File: src/rtl/sbi_pkg.sv
package sbi_pkg;

   // =====================================================================
   // bus widths
   localparam int ADDR_W = 16;
   localparam int DATA_W = 8;
   localparam int ADDR_W_A13 = 13;
   localparam int ADDR_W_A12 = 12;
   localparam logic [ADDR_W-1:0] ADDR_RST = 16'h0000;
   localparam logic [DATA_W-1:0] DATA_RST = 8'h00;

   // =====================================================================
   // phase timing, 1 MHz bus cycle from a 50 MHz clock
   localparam int CLK_NS = 20;
   localparam int PHI_HIGH_NS = 440;
   localparam int PHI_GAP_NS = 60;
   // least times: round up
   localparam int PHI_CYC = (PHI_HIGH_NS + CLK_NS - 1) / CLK_NS;
   localparam int GAP_CYC = (PHI_GAP_NS + CLK_NS - 1) / CLK_NS;
   localparam int CNT_W = $clog2(PHI_CYC + 1);
   localparam logic [CNT_W-1:0] PHI_LAST = CNT_W'(PHI_CYC - 1);
   localparam logic [CNT_W-1:0] GAP_LAST = CNT_W'(GAP_CYC - 1);
   localparam logic [CNT_W-1:0] CNT_RST = '0;

   // =====================================================================
   // pin-count variants and bus sequencer states
   typedef enum {SBI_FULL, SBI_A13_IRQ, SBI_A12_NMI, SBI_A12_RDY} sbi_variant_t;
   typedef enum {SBI_PH1, SBI_GAP1, SBI_PH2, SBI_GAP2} sbi_state_t;

   // one core request per bus cycle
   typedef struct packed {
      logic [ADDR_W-1:0] addr;
      logic write;
      logic [DATA_W-1:0] wdata;
      logic fetch;
   } sbi_req_t;

endpackage : sbi_pkg

File: src/rtl/sbi_bus_if.sv
`timescale 1ns/1ns
module sbi_bus_if
   import sbi_pkg::*;
#(
   parameter sbi_variant_t VARIANT = SBI_FULL
) (
   input wire logic clk_in, // 50 MHz system clock
   input wire logic rstn_in, // async reset, active low
   input wire sbi_req_t req_in, // core request for the next bus cycle
   output logic req_take_out, // pulse: req_in taken this edge
   output logic [DATA_W-1:0] rd_data_out, // last read byte
   output logic rd_valid_out, // pulse: rd_data_out fresh
   output logic phi1_out, // first clock phase
   output logic phi2_out, // second clock phase
   output logic [ADDR_W-1:0] addr_out, // address lines
   output logic rw_out, // high read, low write
   output logic sync_out, // opcode-fetch marker
   input wire logic [DATA_W-1:0] data_in, // data pins, input side
   output logic [DATA_W-1:0] data_out, // data pins, output side
   output logic data_oen_out, // data pin enable, low drives
   input wire logic data_bus_drive_enable_in, // external gate on data drive
   input wire logic rdy_in, // ready, low stalls reads
   input wire logic irqn_in, // maskable request, active low
   input wire logic nmin_in, // non-maskable request, active low
   output logic irq_out, // maskable request level to core
   output logic nmi_pend_out, // latched non-maskable edge
   input wire logic nmi_ack_in // core clears nmi_pend_out
);

   // =====================================================================
   // variant decoding
   function automatic logic [ADDR_W-1:0] addr_mask(input sbi_variant_t v);
      case (v)
         SBI_FULL: addr_mask = '1;
         SBI_A13_IRQ: addr_mask = ADDR_W'((17'h1 << ADDR_W_A13) - 17'h1);
         default: addr_mask = ADDR_W'((17'h1 << ADDR_W_A12) - 17'h1);
      endcase
   endfunction : addr_mask

   localparam logic HAS_NMI = (VARIANT == SBI_FULL) || (VARIANT == SBI_A12_NMI);
   localparam logic HAS_RDY = (VARIANT == SBI_FULL) || (VARIANT == SBI_A12_RDY);
   localparam logic [ADDR_W-1:0] AMASK = addr_mask(VARIANT);
   localparam int GAP_DLY = GAP_CYC + 1;

   // =====================================================================
   // phase sequencer
   sbi_state_t state;
   sbi_state_t next_state;
   logic [CNT_W-1:0] cnt;
   logic [CNT_W-1:0] next_cnt;
   logic last;

   always_comb begin
      next_state = state;
      next_cnt = cnt + CNT_W'(1);
      case (state)
         SBI_PH1, SBI_PH2: last = (cnt == PHI_LAST);
         default: last = (cnt == GAP_LAST);
      endcase
      if (last) begin
         next_cnt = CNT_RST;
         case (state)
            SBI_PH1: next_state = SBI_GAP1;
            SBI_GAP1: next_state = SBI_PH2;
            SBI_PH2: next_state = SBI_GAP2;
            SBI_GAP2: next_state = SBI_PH1;
            default: next_state = SBI_GAP2;
         endcase
      end
   end

   always_ff @(posedge clk_in or negedge rstn_in) begin
      if (!rstn_in) begin
         state <= SBI_GAP2;
         cnt <= CNT_RST;
      end else begin
         state <= next_state;
         cnt <= next_cnt;
      end
   end

   // non-overlap holds because both come from one state register
   assign phi1_out = (state == SBI_PH1);
   assign phi2_out = (state == SBI_PH2);

   // =====================================================================
   // bus cycle registers
   logic stall;
   logic next_stall;
   logic stall_now;
   logic [ADDR_W-1:0] next_addr;
   logic next_rw;
   logic next_sync;
   logic [DATA_W-1:0] next_wdata;
   logic [DATA_W-1:0] next_rd_data;
   logic next_rd_valid;

   // ready is honoured on reads only; a write always completes
   assign stall_now = phi2_out && last && rw_out && HAS_RDY && !rdy_in;
   // a new request every bus cycle unless a read is being held
   assign req_take_out = (state == SBI_GAP2) && last && !stall;

   always_comb begin
      next_addr = addr_out;
      next_rw = rw_out;
      next_sync = sync_out;
      next_wdata = data_out;
      next_rd_data = rd_data_out;
      next_rd_valid = 1'b0;
      next_stall = stall;
      if (req_take_out) begin
         // changes land on the first edge of the first phase
         next_addr = req_in.addr & AMASK;
         next_rw = !req_in.write;
         next_sync = req_in.fetch && !req_in.write;
         next_wdata = req_in.wdata;
      end
      if (phi2_out && last) begin
         next_stall = stall_now;
         if (rw_out) begin
            next_rd_data = data_in;
            next_rd_valid = !stall_now;
         end
      end
   end

   always_ff @(posedge clk_in or negedge rstn_in) begin
      if (!rstn_in) begin
         addr_out <= ADDR_RST;
         rw_out <= 1'b1;
         sync_out <= 1'b0;
         data_out <= DATA_RST;
         rd_data_out <= DATA_RST;
         rd_valid_out <= 1'b0;
         stall <= 1'b0;
      end else begin
         addr_out <= next_addr;
         rw_out <= next_rw;
         sync_out <= next_sync;
         data_out <= next_wdata;
         rd_data_out <= next_rd_data;
         rd_valid_out <= next_rd_valid;
         stall <= next_stall;
      end
   end

   // drive only in the second phase of a write, and only while gated open
   assign data_oen_out = !(!rw_out && phi2_out && data_bus_drive_enable_in);

   // =====================================================================
   // interrupt inputs
   logic irqn_q;
   logic nmin_q;
   logic nmi_pend;
   logic next_nmi_pend;

   always_comb begin
      next_nmi_pend = nmi_pend;
      if (nmi_ack_in) begin
         next_nmi_pend = 1'b0;
      end
      // an edge in the ack cycle is kept
      if (HAS_NMI && nmin_q && !nmin_in) begin
         next_nmi_pend = 1'b1;
      end
   end

   always_ff @(posedge clk_in or negedge rstn_in) begin
      if (!rstn_in) begin
         irqn_q <= 1'b1;
         nmin_q <= 1'b1;
         nmi_pend <= 1'b0;
      end else begin
         irqn_q <= irqn_in;
         nmin_q <= nmin_in;
         nmi_pend <= next_nmi_pend;
      end
   end

   // level request; the wired-OR line stays low until a source is served
   assign irq_out = !irqn_q;
   assign nmi_pend_out = nmi_pend;

   // =====================================================================
   // checker helpers: cycle counts kept apart from the sequencer counter
   localparam int BUS_CYC = 2 * (PHI_CYC + GAP_CYC);
   logic slot;
   logic slot_seen;
   logic next_slot_seen;
   logic [7:0] slot_cnt;
   logic [7:0] next_slot_cnt;
   logic [CNT_W-1:0] hi_len;
   logic [CNT_W-1:0] next_hi_len;

   // slot where a take is due, whether or not a held read skips it
   assign slot = (state == SBI_GAP2) && last;

   always_comb begin
      next_slot_seen = slot_seen || slot;
      next_slot_cnt = slot ? 8'h00 : slot_cnt + 8'h01;
      next_hi_len = (phi1_out || phi2_out) ? hi_len + CNT_W'(1) : CNT_RST;
   end

   always_ff @(posedge clk_in or negedge rstn_in) begin
      if (!rstn_in) begin
         slot_seen <= 1'b0;
         slot_cnt <= 8'h00;
         hi_len <= CNT_RST;
      end else begin
         slot_seen <= next_slot_seen;
         slot_cnt <= next_slot_cnt;
         hi_len <= next_hi_len;
      end
   end

   // =====================================================================
   // checks
   chk_addr_phase1: assert property (@(posedge clk_in) disable iff (!rstn_in)
      $changed(addr_out) |-> phi1_out)
      else $error("address moved outside first phase");

   chk_rw_phase1: assert property (@(posedge clk_in) disable iff (!rstn_in)
      $changed(rw_out) |-> phi1_out && $past(req_take_out))
      else $error("direction moved outside first phase");

   chk_phase_overlap: assert property (@(posedge clk_in) disable iff (!rstn_in)
      $fell(phi1_out) |-> !phi2_out [*3] ##1 phi2_out)
      else $error("phases overlap or gap wrong");

   chk_drive_write: assert property (@(posedge clk_in) disable iff (!rstn_in)
      !data_oen_out |-> !rw_out && phi2_out)
      else $error("data driven outside a write phase");

   chk_read_release: assert property (@(posedge clk_in) disable iff (!rstn_in)
      rw_out |-> data_oen_out)
      else $error("data driven during a read");

   chk_addr_width: assert property (@(posedge clk_in) disable iff (!rstn_in)
      (addr_out & ~AMASK) == '0)
      else $error("address beyond variant width");

   chk_stall_hold: assert property (@(posedge clk_in) disable iff (!rstn_in)
      stall_now |=> !rd_valid_out ##GAP_DLY phi1_out && $stable(addr_out) && rw_out)
      else $error("stalled read lost its address");

   chk_read_data: assert property (@(posedge clk_in) disable iff (!rstn_in)
      rd_valid_out |-> $past(phi2_out) && rw_out && rd_data_out == $past(data_in))
      else $error("read data not taken in second phase");

   chk_take_cycle: assert property (@(posedge clk_in) disable iff (!rstn_in)
      $rose(phi1_out) |-> $past(req_take_out) || stall)
      else $error("bus cycle without a transfer");

   chk_nmi_latch: assert property (@(posedge clk_in) disable iff (!rstn_in)
      HAS_NMI && nmin_q && !nmin_in |=> nmi_pend_out)
      else $error("non-maskable edge lost");

   chk_fetch_read: assert property (@(posedge clk_in) disable iff (!rstn_in)
      sync_out |-> rw_out)
      else $error("fetch marker on a write");

   chk_phase_width: assert property (@(posedge clk_in) disable iff (!rstn_in)
      ($fell(phi1_out) || $fell(phi2_out)) |-> hi_len == CNT_W'(PHI_CYC))
      else $error("clock phase width wrong");

   chk_slot_spacing: assert property (@(posedge clk_in) disable iff (!rstn_in)
      slot && slot_seen |-> slot_cnt == 8'(BUS_CYC - 1))
      else $error("bus cycle length wrong");

   chk_write_nostall: assert property (@(posedge clk_in) disable iff (!rstn_in)
      $fell(phi2_out) && !rw_out |-> ##2 req_take_out)
      else $error("write held by ready");

   chk_read_retry: assert property (@(posedge clk_in) disable iff (!rstn_in)
      $fell(phi2_out) && rw_out && !rd_valid_out |-> ##2 !req_take_out && stall)
      else $error("held read not repeated");

   chk_gate_off: assert property (@(posedge clk_in) disable iff (!rstn_in)
      !data_bus_drive_enable_in |-> data_oen_out)
      else $error("data driven with gate closed");

   chk_irq_follow: assert property (@(posedge clk_in) disable iff (!rstn_in)
      $past(rstn_in) |-> irq_out == !$past(irqn_in))
      else $error("maskable request level lost");

endmodule : sbi_bus_if

File: config.mk
export PLATFORM = sky130hd
export DESIGN_NAME = sbi_bus_if
export DESIGN_NICKNAME = d
export VERILOG_FILES = /design/src/rtl/sbi_pkg.sv /design/src/rtl/sbi_bus_if.sv
export SDC_FILE = /design/constraint.sdc
export NUM_CORES = 1
export LEC_CHECK = 0
export ABC_AREA = 1
export BUFFER_PORTS_ARGS = -buffer_cell sky130_fd_sc_hd__buf_2
export CORE_ASPECT_RATIO = 0.9
export CORE_MARGIN = 5
export CORE_UTILIZATION = 51
export DETAILED_ROUTE_END_ITERATION = 6
export PLACE_DENSITY_LB_ADDON = 0.3
export SLEW_MARGIN = 15
export SYNTH_ARGS = -nofsm -noshare
export SYNTH_HDL_FRONTEND = slang
export SYNTH_SLANG_ARGS = --single-unit
File: constraint.sdc
create_clock -name clk_in -period 6.1 [get_ports clk_in]
set_input_delay 1.22 -clock clk_in [delete_from_list [all_inputs] [get_ports clk_in]]
set_output_delay 1.22 -clock clk_in [all_outputs]
set_load 0.01 [all_outputs]
==> summary.md <==
| Metric | Value |
|---|---|
| Reg-to-reg critical path endpoint | data_out[0] |
| Reg2reg path depth | 8 |
| CTS H-Tree Depth | 2 |
| Post-CTS setup buffer count | 0 |
| CTS Hold Bufs | 0 |
| GR Overflow Total | 0 |
| WP data arrival | 2930 ps |
| Setup crit end kind | primary output |
| Drt first pass iters | 4 |
| Die width | 76.1 um |
| # nets final | 351 |
| Post-route ant nets | 0 |
| Clk root buf | clkbuf_8 |
| Hold_ws | 473 ps |
| Crit path launch type | flip-flop |
| Unrepaired setup endpoints after global routing | false |
| Overall routed net length | 4.42 mm |
| # IOs | 82 |
| Pre-CTS WS | 2250 ps |
| Effective utilization at floorplan | 53.4% |
| Cell count after synthesis | 227 |
| Post-route DRC | 0 |
| Cell Area, Synth | 2010 um2 |
| Final hold viol count | 0 |
| Largest net degree at the start of global routing | 47 |
| Worst Hold End | addr_out[13] |
| Total number of vias | 1705 |
| Pwr/cell area | 234 nW/um2 |
| Fin Setup TNS | 0 ps |
| Post-layout util | 67.1% |
| DRT iter0 DRCs | 130 |
| Core box area | 3760 um2 |
| Die height | 69.5 um |
| Kind of critical path | reg -> out |
| Syn_area_per_cell | 8.85 um2 |
| Final Max Tran Viols | 0 |
| Final setup violation count | 0 |
| Worst Path Required | 4880 ps |
| Worst Hold Depth | 2 |
| Layout cell share with drive strength beyond 1 | 31.7% |
| Hold Startpoint | addr_out[13] |
| YS warnings | 0 |
| PortBufs | 81 |
| P&R area growth vs syn | 25.6% |
| DR vias/cell | 4.84 |
| Highest clock rate | 241 MHz |
| Num CTS Buffers | 5 |
| Final min period | 4150 ps |
| Crit path max fanout | 43 |
| CTS sink count | 46 |
| Synth cell types | 20 |
| Reg-to-Reg Start | state[0] |
| Antenna Cells | 0 |
| Fin crit share | 68.0% |
| Clk_skew | 10.3 ps |
| Total leakage power | 1.35 nW |
| Multi-input gate area | 722 um2 |
| WL/cell | 12.6 um |
| DIE AREA | 5290 um2 |
| Run status | finished, final reports clean |
| Tot GR Track Use | 17.5% |
| TritonCTS clock tree | done |
| Setup ws final | 1950 ps |
| Cts repair resizes | 0 |
| Clock latency on the worst-skew pair | 300 ps |
| Clock Path Buffers | 2 |
| Max Cap Viol | 0 |
| Worst hold path class | reg -> reg |
| Vias in the first global route | 1677 |
| Slew margin rel. | 31.1% |
| Tightest Pin Transition | 1030 ps |
| Initial antenna violation count | 0 |
| Row cnt | 21 |
| Max VDD drop | 184 uV |
| Placer Congestion | 0.829 |
| Seq/Total Area, Yosys | 57.6% |
| First-pass GRT wire length | 7.61 mm |
| #FFs+latches synth | 46 |
| Syn_nets | 273 |
| Fill cells | 338 |
| R2R setup slack | 3410 ps |
| DP HPWL | 3.22 mm |
| Reg clk slew, reported paths | 80 ps |
| Sequential Area | 1160 um2 |
[layout make-up]
cell class                      count  area share, %
Clock inverter                      1           1.19
Sequential cell                    46           45.9
Timing Repair Buffer               81           16.1
Multi-Input combinational cell    154           28.6
Inverter                           17           2.53
Tap cell                           46           2.28
Clock buffer                        7           3.42
[cells in the mapped netlist, drive strengths merged]
| cell | number | area share [%] |
|---|---|---|
| nor2 | 16 | 3.4 |
| o21ai | 6 | 1.5 |
| buf | 8 | 3.0 |
| nand4 | 10 | 3.1 |
| inv | 17 | 3.2 |
| nand2 | 86 | 16 |
| nand3b | 1 | 0.37 |
| dfrtp | 41 | 51 |
| dfstp | 5 | 6.5 |
| xor2 | 2 | 0.87 |
| nand3 | 27 | 6.7 |
| clkbuf | 2 | 0.37 |
| o22ai | 1 | 0.31 |
| ha | 5 | 3.1 |
[critical path, cell delays in order (launching register included)]
cell	delay (ps)
dfstp_2	560
inv_1	90
ha_1	380
o21ai_1	210
nand2_1	100
nor2_4	690
nand2_4	340
inv_1	120
buf_2	140
[metal layers]
metal | GRT usage, % | vias to the layer above | part of all wire [%]
met4 | 7.96 | 0 | 2.4
met1 | 23.4 | 748 | 46
met3 | 6.23 | 12 | 10
met5 | 0 | - | 0
met2 | 25.3 | 72 | 41
li1 | - | 873 | -
[how the worst max path moves through the flow]
stage	from	end	slack, ps
floorplan	state[0]	req_take_out	3240
global placement	state[0]	req_take_out	2340
detailed placement	state[0]	req_take_out	2250
CTS	state[0]	req_take_out	1920
global route	state[1]	req_take_out	1680
finish	state[0]	req_take_out	1950
[sequential cells by signal, indices dropped and copies added (netlist names)]
name	count
addr_out	16
cnt	5
data_out	8
irqn_q	1
nmi_pend_out	1
nmin_q	1
rd_data_out	8
rd_valid_out	1
rw_out	1
stall	1
state	2
sync_out	1
[cells by family after synthesis]
| kind of cell | after synthesis | share of synthesized area (%) |
|---|---|---|
| flops | 46 | 57.6 |
| xor+xnor | 2 | 0.872 |
| buf+inv | 27 | 6.54 |
| compound gates | 7 | 1.81 |
| fa+ha+maj | 5 | 3.12 |
| simple gates | 140 | 30.0 |
[placed cells by master, fill, tap and decap left out]
master / n
dfrtp_1: 41
o21ai_0: 5
clkbuf_8: 6
nor2_1: 14
o21ai_1: 1
nand2_4: 1
clkbuf_1: 1
nand4_1: 10
o22ai_1: 1
ha_1: 5
nand2_1: 85
nor2_2: 1
inv_1: 16
xor2_1: 2
nand3b_1: 1
dfstp_2: 5
nand3_1: 27
buf_2: 81
nor2_4: 1
inv_2: 1
bufinv_16: 1
[report_power, final]
part / switching, mW / total [mW] / internal [mW]
logic: 0.0269 / 0.0470 / 0.0202
registers: 0.00204 / 0.313 / 0.311
clock network: 0.0965 / 0.230 / 0.134
[metrics by stage]
stage / power, mW / instances / cell area (um2)
floorplan: 0.342 / 227 / 2010
global placement: 0.366 / 344 / 2410
detailed placement: 0.367 / 344 / 2410
CTS: 0.596 / 352 / 2520
global route: 0.614 / 352 / 2520
finish: 0.590 / 352 / 2520
Power figures use the tool's default switching activity.
